`config.mk`:
```
export PLATFORM = sky130hd
export DESIGN_NAME = sep_eeprom
export DESIGN_NICKNAME = d
export VERILOG_FILES = /design/src/pkg/sep_pkg.sv /design/src/design/sep_eeprom.sv
export SDC_FILE = /design/constraint.sdc
export NUM_CORES = 2
export LEC_CHECK = 0
export BUFFER_PORTS_ARGS = -buffer_cell sky130_fd_sc_hd__buf_2
export CORE_UTILIZATION = 40
export CTS_BUF_LIST = sky130_fd_sc_hd__clkbuf_16
export CTS_CLUSTER_DIAMETER = 100
export DETAILED_ROUTE_END_ITERATION = 8
export GPL_ROUTABILITY_DRIVEN = 0
export PLACE_DENSITY = 0.57
export SYNTH_ARGS = -nofsm -noshare
export SYNTH_HDL_FRONTEND = slang
export SYNTH_SLANG_ARGS = --single-unit
```
`constraint.sdc`:
```
create_clock -name clk_sys -period 3.54 [get_ports clk_sys]
set_input_delay 0.708 -clock clk_sys [delete_from_list [all_inputs] [get_ports clk_sys]]
set_output_delay 0.708 -clock clk_sys [all_outputs]
set_load 0.01 [all_outputs]
```
`src/pkg/sep_pkg.sv`:
```
`default_nettype none
package sep_pkg;
   // ----------------------------------------------------------------
   // array geometry
   // ----------------------------------------------------------------
   localparam int ADDR_W = 8;
   localparam int DATA_W = 16;
   localparam int WORDS  = 256;

   // ----------------------------------------------------------------
   // instruction format
   // ----------------------------------------------------------------
   localparam logic [3:0]  START_PAT    = 4'ha;
   localparam logic [3:0]  OP_READ      = 4'h8;
   localparam logic [3:0]  OP_WRITE     = 4'h4;
   localparam logic [3:0]  OP_UNLOCK    = 4'h3;
   localparam logic [3:0]  OP_LOCK      = 4'h0;
   localparam logic [3:0]  OP_FILL      = 4'h1;
   localparam logic [4:0]  HDR_BITS     = 5'h0c;
   localparam logic [4:0]  WR_BITS      = 5'h1c;
   localparam logic [4:0]  RD_BITS      = 5'h10;
   localparam logic [15:0] ERASED_WORD  = 16'hffff;
   localparam logic [3:0]  PIN_RST      = 4'h1;

   // ----------------------------------------------------------------
   // timing
   // ----------------------------------------------------------------
   localparam int CLK_FREQ_HZ  = 50_000_000;
   localparam int PROG_TIME_MS = 5;
   localparam int PROG_CYCLES  = PROG_TIME_MS * (CLK_FREQ_HZ / 1000);
   localparam int TIMER_W      = 18;

   // ----------------------------------------------------------------
   // state types
   // ----------------------------------------------------------------
   typedef enum logic [2:0] {RX_HUNT, RX_BODY, RX_PUSH, RX_READ, RX_IDLE} sep_rx_t;
   typedef enum logic [1:0] {EN_IDLE, EN_CLEAR, EN_PROG} sep_eng_t;
endpackage
`default_nettype wire

```
`src/design/sep_eeprom.sv`:
```
`default_nettype none
module sep_eeprom #(
   parameter int PROG_CYCLES = sep_pkg::PROG_CYCLES
) (
   input  wire logic clk_sys,
   input  wire logic srst,
   input  wire logic clk_en,
   input  wire logic select_n,
   input  wire logic serial_clock,
   input  wire logic serial_data_in,
   input  wire logic reset_pin,
   output var  logic serial_data_out,
   output var  logic serial_data_out_en,
   output var  logic write_status_pin
);
   // ----------------------------------------------------------------
   // pin synchronisers
   // ----------------------------------------------------------------
   logic [3:0]          pin_raw;
   logic [3:0]          pin_meta;
   logic [3:0]          pin_sync;
   logic                sk_d;
   assign pin_raw = {reset_pin, serial_data_in, serial_clock, select_n};

   genvar gp;
   generate
      for (gp = 0; gp < 4; gp++) begin : g_sync
         always_ff @(posedge clk_sys) begin
            if (srst) begin
               pin_meta[gp] <= sep_pkg::PIN_RST[gp];
               pin_sync[gp] <= sep_pkg::PIN_RST[gp];
            end else if (clk_en) begin
               pin_meta[gp] <= pin_raw[gp];
               pin_sync[gp] <= pin_meta[gp];
            end
         end
      end
   endgenerate

   wire cs_n_s  = pin_sync[0];
   wire sk_s    = pin_sync[1];
   wire di_s    = pin_sync[2];
   wire rst_s   = pin_sync[3];
   wire sk_rise = sk_s & ~sk_d;
   wire sk_fall = ~sk_s & sk_d;

   always_ff @(posedge clk_sys) begin
      if (srst) sk_d <= 1'b0;
      else if (clk_en) sk_d <= sk_s;
   end

   // ----------------------------------------------------------------
   // state declarations
   // ----------------------------------------------------------------
   sep_pkg::sep_rx_t    rx_state;
   sep_pkg::sep_eng_t   eng_state;
   logic [3:0]          hunt_sr;
   logic [27:0]         body_sr;
   logic [4:0]          bit_cnt;
   logic [15:0]         rd_sr;
   logic [4:0]          rd_cnt;
   logic                rd_bit;
   logic                rd_drive;
   logic                prog_en;
   logic                status_mode;
   logic [15:0]         mem [sep_pkg::WORDS];
   logic [24:0]         buf0;
   logic [24:0]         buf1;
   logic [1:0]          buf_cnt;
   logic [24:0]         eng_entry;
   logic [sep_pkg::TIMER_W-1:0] timer;

   // ----------------------------------------------------------------
   // receiver decode
   // ----------------------------------------------------------------
   wire [27:0] next_body  = {body_sr[26:0], di_s};
   wire [4:0]  next_cnt   = bit_cnt + 5'h01;
   wire [3:0]  next_hunt  = {hunt_sr[2:0], di_s};
   wire [3:0]  hdr_op     = next_body[11:8];
   wire [7:0]  hdr_addr   = next_body[7:0];
   wire        op_is_wr   = hdr_op == sep_pkg::OP_WRITE || hdr_op == sep_pkg::OP_FILL;
   wire        hdr_done   = rx_state == sep_pkg::RX_BODY && sk_rise && next_cnt == sep_pkg::HDR_BITS;
   wire        body_done  = rx_state == sep_pkg::RX_BODY && sk_rise && next_cnt == sep_pkg::WR_BITS;
   // reset while a write is still arriving
   wire        wr_cancel  = rx_state == sep_pkg::RX_BODY && bit_cnt >= sep_pkg::HDR_BITS && rst_s;
   wire [24:0] push_entry = {body_sr[27:24] == sep_pkg::OP_FILL, body_sr[23:0]};
   wire        buf_in_rdy = buf_cnt != 2'h2;
   wire        push       = rx_state == sep_pkg::RX_PUSH && buf_in_rdy && !rst_s;

   // ----------------------------------------------------------------
   // receiver state machine
   // ----------------------------------------------------------------
   always_ff @(posedge clk_sys) begin
      if (srst) begin
         rx_state <= sep_pkg::RX_HUNT;
         hunt_sr  <= 4'h0;
         body_sr  <= 28'h0000000;
         bit_cnt  <= 5'h00;
      // deselect restarts framing; a finished write still waits for room
      end else if (clk_en && cs_n_s && rx_state != sep_pkg::RX_PUSH) begin
         rx_state <= sep_pkg::RX_HUNT;
         hunt_sr  <= 4'h0;
         bit_cnt  <= 5'h00;
      end else if (clk_en) begin
         unique case (rx_state)
            sep_pkg::RX_HUNT: begin
               if (sk_rise) begin
                  hunt_sr <= next_hunt;
                  if (next_hunt == sep_pkg::START_PAT) begin
                     rx_state <= sep_pkg::RX_BODY;
                     bit_cnt  <= 5'h00;
                  end
               end
            end
            sep_pkg::RX_BODY: begin
               if (wr_cancel) begin
                  rx_state <= sep_pkg::RX_IDLE;
               end else if (sk_rise) begin
                  body_sr <= next_body;
                  bit_cnt <= next_cnt;
                  if (hdr_done) begin
                     if (hdr_op == sep_pkg::OP_READ) begin
                        rx_state <= sep_pkg::RX_READ;
                     end else if (!(op_is_wr && prog_en)) begin
                        rx_state <= sep_pkg::RX_IDLE;
                     end
                  end else if (body_done) begin
                     rx_state <= sep_pkg::RX_PUSH;
                  end
               end
            end
            sep_pkg::RX_PUSH: begin
               if (rst_s || push) rx_state <= sep_pkg::RX_IDLE;
            end
            sep_pkg::RX_READ: rx_state <= sep_pkg::RX_READ;
            sep_pkg::RX_IDLE: rx_state <= sep_pkg::RX_IDLE;
         endcase
      end
   end

   // ----------------------------------------------------------------
   // program enable latch
   // ----------------------------------------------------------------
   // locked from power-up; reset pin not involved
   always_ff @(posedge clk_sys) begin
      if (srst) begin
         prog_en <= 1'b0;
      end else if (clk_en && hdr_done) begin
         if (hdr_op == sep_pkg::OP_UNLOCK) prog_en <= 1'b1;
         else if (hdr_op == sep_pkg::OP_LOCK) prog_en <= 1'b0;
      end
   end

   // ----------------------------------------------------------------
   // read shifter
   // ----------------------------------------------------------------
   // load on clock 16, first bit on the following fall
   always_ff @(posedge clk_sys) begin
      if (srst) begin
         rd_sr    <= 16'h0000;
         rd_cnt   <= 5'h00;
         rd_bit   <= 1'b0;
         rd_drive <= 1'b0;
      end else if (clk_en) begin
         if (cs_n_s) begin
            rd_drive <= 1'b0;
         end else if (hdr_done && hdr_op == sep_pkg::OP_READ) begin
            rd_sr  <= mem[hdr_addr];
            rd_cnt <= 5'h00;
         end else if (rx_state == sep_pkg::RX_READ && sk_fall && rd_cnt != sep_pkg::RD_BITS) begin
            rd_bit   <= rd_sr[15];
            rd_sr    <= {rd_sr[14:0], 1'b0};
            rd_cnt   <= rd_cnt + 5'h01;
            rd_drive <= 1'b1;
         end
      end
   end

   // ----------------------------------------------------------------
   // two-entry write buffer
   // ----------------------------------------------------------------
   wire buf_out_vld = buf_cnt != 2'h0;
   wire buf_out_rdy = eng_state == sep_pkg::EN_IDLE;
   wire pop         = buf_out_vld && buf_out_rdy && !rst_s;

   // reset pin flushes pending writes too
   always_ff @(posedge clk_sys) begin
      if (srst) begin
         buf_cnt <= 2'h0;
         buf0    <= 25'h0000000;
         buf1    <= 25'h0000000;
      end else if (clk_en && rst_s) begin
         buf_cnt <= 2'h0;
      end else if (clk_en) begin
         if (push && !pop) begin
            if (buf_cnt == 2'h0) buf0 <= push_entry;
            else buf1 <= push_entry;
            buf_cnt <= buf_cnt + 2'h1;
         end else if (pop && !push) begin
            buf0    <= buf1;
            buf_cnt <= buf_cnt - 2'h1;
         end else if (pop && push) begin
            if (buf_cnt == 2'h1) buf0 <= push_entry;
            else begin
               buf0 <= buf1;
               buf1 <= push_entry;
            end
         end
      end
   end

   // ----------------------------------------------------------------
   // self-timed clear and program engine
   // ----------------------------------------------------------------
   localparam logic [sep_pkg::TIMER_W-1:0] CLEAR_LEN = sep_pkg::TIMER_W'(PROG_CYCLES / 2);
   localparam logic [sep_pkg::TIMER_W-1:0] PROG_LEN  = sep_pkg::TIMER_W'(PROG_CYCLES - PROG_CYCLES / 2);
   wire timer_done = timer == '0;

   always_ff @(posedge clk_sys) begin
      if (srst) begin
         eng_state <= sep_pkg::EN_IDLE;
         timer     <= '0;
         eng_entry <= 25'h0000000;
      end else if (clk_en && rst_s) begin
         eng_state <= sep_pkg::EN_IDLE;
      end else if (clk_en) begin
         unique case (eng_state)
            sep_pkg::EN_IDLE: begin
               if (pop) begin
                  eng_entry <= buf0;
                  timer     <= CLEAR_LEN - 1'b1;
                  eng_state <= sep_pkg::EN_CLEAR;
               end
            end
            sep_pkg::EN_CLEAR: begin
               if (timer_done) begin
                  timer     <= PROG_LEN - 1'b1;
                  eng_state <= sep_pkg::EN_PROG;
               end else timer <= timer - 1'b1;
            end
            sep_pkg::EN_PROG: begin
               if (timer_done) eng_state <= sep_pkg::EN_IDLE;
               else timer <= timer - 1'b1;
            end
         endcase
      end
   end

   wire        mem_we    = !rst_s && timer_done &&
                           (eng_state == sep_pkg::EN_CLEAR || eng_state == sep_pkg::EN_PROG);
   wire [15:0] mem_wdata = eng_state == sep_pkg::EN_CLEAR ? sep_pkg::ERASED_WORD : eng_entry[15:0];
   wire        mem_all   = eng_entry[24];
   wire [7:0]  mem_addr  = eng_entry[23:16];

   // ----------------------------------------------------------------
   // nonvolatile array
   // ----------------------------------------------------------------
   // 256 x 16; array is kept across srst like real cells
   genvar gw;
   generate
      for (gw = 0; gw < sep_pkg::WORDS; gw++) begin : g_word
         always_ff @(posedge clk_sys) begin
            if (clk_en && mem_we && (mem_all || mem_addr == 8'(gw))) mem[gw] <= mem_wdata;
         end
      end
   endgenerate

   // ----------------------------------------------------------------
   // status and output pins
   // ----------------------------------------------------------------
   wire busy = rx_state == sep_pkg::RX_PUSH || buf_cnt != 2'h0 || eng_state != sep_pkg::EN_IDLE;
   wire status_clr = !busy && !cs_n_s && sk_rise && di_s;

   always_ff @(posedge clk_sys) begin
      if (srst) status_mode <= 1'b0;
      else if (clk_en && push) status_mode <= 1'b1;
      else if (clk_en && status_clr) status_mode <= 1'b0;
   end

   // drive only for read data or polled status
   always_ff @(posedge clk_sys) begin
      if (srst) begin
         serial_data_out    <= 1'b0;
         serial_data_out_en <= 1'b0;
         write_status_pin   <= 1'b1;
      end else if (clk_en) begin
         serial_data_out_en <= !cs_n_s && (rd_drive || status_mode);
         serial_data_out    <= rd_drive ? rd_bit : !busy;
         write_status_pin   <= !busy;
      end
   end
endmodule
`default_nettype wire

```
## Yosys cells after proc, flatten, opt, wreduce, memory -nomap -nowiden

Memories as Yosys holds them, arrays and structs flattened.
Cells that the tools add are included.

| cells by class | value |
|---|---|
| add/sub/neg operators | 5 |
| $mul | 0 |
| divide/modulo/power cells | 0 |
| $lt $le $gt $ge | 1 |
| equality and inequality tests | 290 |
| shift-type cells | 0 |
| multiplexer cells | 560 |
| bitwise logic cells | 9 |
| reductions and logical operators | 584 |

Operators with widths:

| operator | number |
|---|---|
| 8-bit == test (second input constant) | 128 |
| 1-bit 2-to-1 mux | 520 |
| 8-bit by 7-bit == test with 1-bit output (second input constant) | 64 |
| 1-bit logical AND | 285 |
| 1-bit logical OR | 262 |
| 8-bit by 6-bit == test with 1-bit output (second input constant) | 32 |
| 25-bit 2-to-1 mux | 10 |
| 8-bit by 5-bit == test with 1-bit output (second input constant) | 16 |
| 8-bit by 4-bit == test with 1-bit output (second input constant) | 8 |
| 18-bit 2-to-1 mux | 3 |
| 18-bit case mux with 3 select lines | 1 |
| 16-bit 2-to-1 mux | 3 |
| 8-bit by 3-bit == test with 1-bit output (second input constant) | 4 |
| 5-bit 2-to-1 mux | 6 |
| 3-bit 2-to-1 mux | 9 |
| 2-bit != test (second input constant) | 13 |
| 4-bit AND reduction | 5 |
| 18-bit logical NOT | 1 |
| 2-bit nonzero test | 9 |
| 18-bit by 1-bit subtractor with 18-bit output (second input constant) | 1 |
| 8-bit by 2-bit == test with 1-bit output (second input constant) | 2 |
| 3-bit case mux with 5 select lines | 1 |
| 6-bit AND reduction | 2 |
| 5-bit by 1-bit adder with 5-bit output (second input constant) | 2 |
| other kinds (36) | 62 |

| storage, ports and cells | value |
|---|---|
| register bits | 173 |
| bits in latches | 0 |
| RAM bits | 4,096 |
| bits in read-only memories | 0 |
| input bits | 7 |
| logic and storage cells | 1,478 |
| memories kept | 1 |

Memory list:

| memory | depth | width | read ports | clocked after Yosys merged registers in | wr ports | RTL line | source |
|---|---|---|---|---|---|---|---|
| mem | 256 | 16 | 1 | 0 | 256 | sep_eeprom.sv:66 | `logic [15:0] mem [sep_pkg::WORDS];` |

## Logic depth before layout (Yosys ltp)

| logic depth | value |
|---|---|
| depth in word-level cells | 10 |
| gate-level depth with buffers | 13 |
| mapped depth without buffers | 11 |

## Worst setup path before layout

No wires, ideal clock.

| path | value |
|---|---|
| kind | register -> register |
| from | register eng_state[1] |
| to | memory mem[0][10] (data pin) |
| library setup time | 0.554 ns |
| data arrival time | 2.749 ns |
| data required time | 2.986 ns |
| slack | 0.237 ns |
| cell stages (with the launch flop) | 6 |
| cells stage by stage | dfxtp_1 -> inv_1 -> ha_1 -> buf_1 -> clkbuf_1 -> or2_2 |

RTL lines:

| element | RTL line | source |
|---|---|---|
| start, declared | sep_eeprom.sv:56 | `sep_pkg::sep_eng_t eng_state;` |
| start signal, assigned | sep_eeprom.sv:221 | `eng_state <= sep_pkg::EN_IDLE;` |
| start signal, assigned | sep_eeprom.sv:225 | `eng_state <= sep_pkg::EN_IDLE;` |
| start signal, assigned | sep_eeprom.sv:232 | `eng_state <= sep_pkg::EN_CLEAR;` |
| end, declared | sep_eeprom.sv:66 |  |

## Final worst setup path

| path | value |
|---|---|
| from | register body_sr[1] |
| to | register rd_sr[2] |

| on the way | value |
|---|---|
| longest elaborated chain between the ends | 2 |

Ends and longest elaborated chain:

| element | RTL line | source |
|---|---|---|
| start, declared | sep_eeprom.sv:58 | `logic [27:0] body_sr;` |
| start signal, assigned | sep_eeprom.sv:119 | `body_sr <= next_body;` |
| memory read 256 x 16 bit | -- |  |
| 16-bit 2-to-1 mux | sep_eeprom.sv:167 | `end else if (hdr_done && hdr_op == sep_pkg::OP_READ) begin` |
| end signal, assigned | sep_eeprom.sv:168 | `rd_sr <= mem[hdr_addr];` |
| end signal, assigned | sep_eeprom.sv:172 | `rd_sr <= {rd_sr[14:0], 1'b0};` |
| end, declared | sep_eeprom.sv:60 | `logic [15:0] rd_sr;` |

Every way passes these cells.
A chain may end at the register's enable or synchronous reset.

==> results.md <==
- VDD IR max: 0.000599 V
- Pin slew with the least headroom to its limit: 1.17 ns
- Area occupied by multi-input gates: between 0.03 and 0.04 mm²
- Effective utilization at floorplan: 0.402
- Nets: 9365
- Met1 Usage GRT: 0.328
- Pre-antenna DRT Iters: 6
- Area contributors post-synth: edfxtp_1 74%, mux4_2 13%, dfxtp_1 2.1%, mux2i_1 1.4%, a21oi_1 1.3%
- Crit path launch type: register
- Area Growth Syn to Fin: 18.8%
- DR vias: approximately 90000
- Finished Cell Area: a little under 0.2 mm²
- Syn Nets: 8413
- Dpl hpwl: approximately 320000 µm
- Leak: 62.5 nW
- WL/cell: roughly 33 µm
- DR iter-0 viols: ~11000
- Post-Syn Area: 0.166 mm²
- CTS HTree Levels: 5
- Die Y-Extent: 647 µm
- PD cells: 596 mW/mm²
- Largest net degree at the start of global routing: 130
- Unrepaired setup endpoints after global routing: true
- Crit end category: register
- Total CTS buffers: between 400 and 500
- Synth top area share: 0.739
- Setup-failing EPs final: 2
- Synth cell count leaders: 4096 x edfxtp_1, 959 x mux4_2, 502 x nor2_1
- Yosys warns: 0
- Clock tree sinks: around 4300
- CTS tree: built
- Global-route wire length before repair: approximately 700000 µm
- Vias per cell: between 5 and 6
- Pins Over Slew Limit: 0
- Port Buffers: 9
- Worst-case clock buffer depth: 4
- Hold WS: between 0.2 and 0.25 ns
- Final Hold Violating Endpoints: 0
- Crit path arrival time: roughly 4.6 ns
- Post-synth EDFFs: ~4100
- GR peak layer: met2
- Met2 usage: 0.369
- Critical Path RT: ~4.5 ns
- Number of top-level pins: 10
- MaxCap Viol Count: 0
- CTS root buf: clkbuf_16
- Worst skew pair latency: ~1.0 ns
- Post-synth top flop: edfxtp_1
- Failing checks: setup timing
- Count of cell types in the netlist: 84
- Sequential-to-total area share from yosys stat: 0.760
- Most common cell in the netlist: edfxtp_1
- Final WS setup: -0.108 ns
- Max_slew headroom: 0.218
- HP Class: in2reg
- DR DRC count: 0
- Area of the die: between 0.4 and 0.5 mm²
- Routed WL: roughly 500000 µm
- GRT Util Overall: 0.237
- Fin crit share: 1.03
- Overall Power: ~120 mW
- Final setup skew: between 0.06 and 0.07 ns
- Cells after Synth: approximately 8400
- Post-DP Area: 0.183 mm²
- Flops & latches, synth: roughly 4300
- FF+latch area: approximately 0.13 mm²
- Pre-CTS setup slack: -0.451 ns
- Filler cells: 33800
- Min Tclk post-route: around 3.6 ns
- FFs w/ async S/R, synth: 0
- Worst Path Max Fanout: 13
- Highest clock rate: roughly 270 MHz
- Grt total ovfl: 0
- # rows: approximately 240
- Antenna Nets Post-Route: 0
- Setup TNS: -0.154 ns
- Initial antenna violation count: 23
- Core area: about 0.41 mm²
- Synthesized area per cell: 19.8 µm²
- Cell taking the most area after synthesis: edfxtp_1
- Status: complete, but fails checks
- Layout cells sized above 1: 0.296
- Clock transition at path regs: approximately 0.06 ns
- Die Width: between 600 and 700 µm
- Number of global-route vias before repair: 89100
- CP Class: reg2reg
- Met3 Use GR: 0.0517
==> registers in the layout (all words and copies together) (netlist names), 2 cells and up <==
name / count
timer: 18
eng_state: 2
rd_sr: 16
bit_cnt: 5
buf_cnt: 2
mem: 4096
rd_cnt: 5
buf1: 25
hunt_sr: 3
pin_meta: 4
body_sr: 28
buf0: 25
rx_state: 3
eng_entry: 25
==> power by group <==
part / total (mW) / internal [mW] / leakage (nW) / switching (mW)
clock: 45.1 / 25.3 / 7.17 / 19.8
sequential: 61.4 / 61.2 / 39.3 / 0.165
combinational: 11.4 / 2.25 / 16.1 / 9.19
total: 118 / 88.7 / 62.5 / 29.1
==> layout by cell type, fill, tap and decap left out, types with 51 or more instances in the layout <==
master and instances:
a211oi_1 51, a21oi_1 418, a22oi_1 98, buf_12 350
buf_4 650, clkbuf_16 441, clkinv_1 104, clkinv_2 72
dfxtp_1 165, edfxtp_1 4096, inv_1 116, mux2i_1 238
mux4_2 959, nand2_1 317, nand3_1 76, nor2_1 370
nor2_2 130, nor3_1 80, o21ai_0 89, o22ai_1 141
==> worst paths after layout <==
path / from / cells past startpoint / slack, ns / to
worst max register to register: body_sr[1] / 10 / -0.11 / rd_sr[2]
worst min register to register: buf0[5] / 2 / 0.45 / eng_entry[5]
worst max-delay path: body_sr[1] / 10 / -0.11 / rd_sr[2]
worst min-delay path: srst / 3 / 0.21 / rd_sr[8]
==> cell families (layout without fill, tap and decap cells) <==
group | count (synthesis) | in the layout | synth area share
flip-flops | 4269 | 4269 | 0.760
AND/OR/NAND/NOR | 1239 | 1239 | 0.0336
multiplexers | 1235 | 1235 | 0.147
AO/OA/AOI/OAI | 1064 | 1064 | 0.0405
buffers and inverters | 547 | 1869 | 0.0172
XOR/XNOR | 18 | 18 | 0.000947
adder cells (fa/ha/maj) | 17 | 17 | 0.00128
other | 0 | 12 | 0
==> metrics by stage <==
stage / utilization / instances
6_report: 0.478 / 15200
5_1_grt: 0.478 / 15200
4_1_cts: 0.478 / 15200
3_5_place_dp: 0.443 / 14400
3_3_place_gp: 0.443 / 14400
2_1_floorplan: - / 8389
==> final cells by class <==
| class | count | share of cell area |
|---|---|---|
| clock inverters | 368 | 0.0151 |
| well taps | 5474 | 0.0346 |
| inverters | 31 | 0.000620 |
| flip-flops and latches | 4269 | 0.640 |
| multi-input cells | 3573 | 0.191 |
| diodes | 12 | 0.000152 |
| clock buffers | 441 | 0.0558 |
| repair buffers | 1029 | 0.0627 |
==> worst max-delay path, stage by stage, from the launching register on <==
cell and delay, ns:
dfxtp_4 0.41, buf_4 0.27, nor2_1 0.40, buf_4 0.27, nand2_1 0.18, buf_12 0.21
o211ai_1 0.63, nor3_2 0.20, buf_4 0.20, nor3_1 0.60, a2111o_1 0.19
==> per-layer routing <==
layer | wire (µm) | share of wire
met1 | 201000 | 0.40
met2 | 232000 | 0.46
met3 | 47800 | 0.095
met4 | 22300 | 0.044
met5 | 39 | 0.000078
==> what timing repair did <==
action	CTS	global route
cloned	5	0
endpoints found under the setup margin	14	166
setup buffers	9	0
pin swaps	5	3
hold buffers	4	0
endpoints found under the hold margin	4	0
resized for setup	25	29
Note: power is estimated with default switching activity, not from simulation.
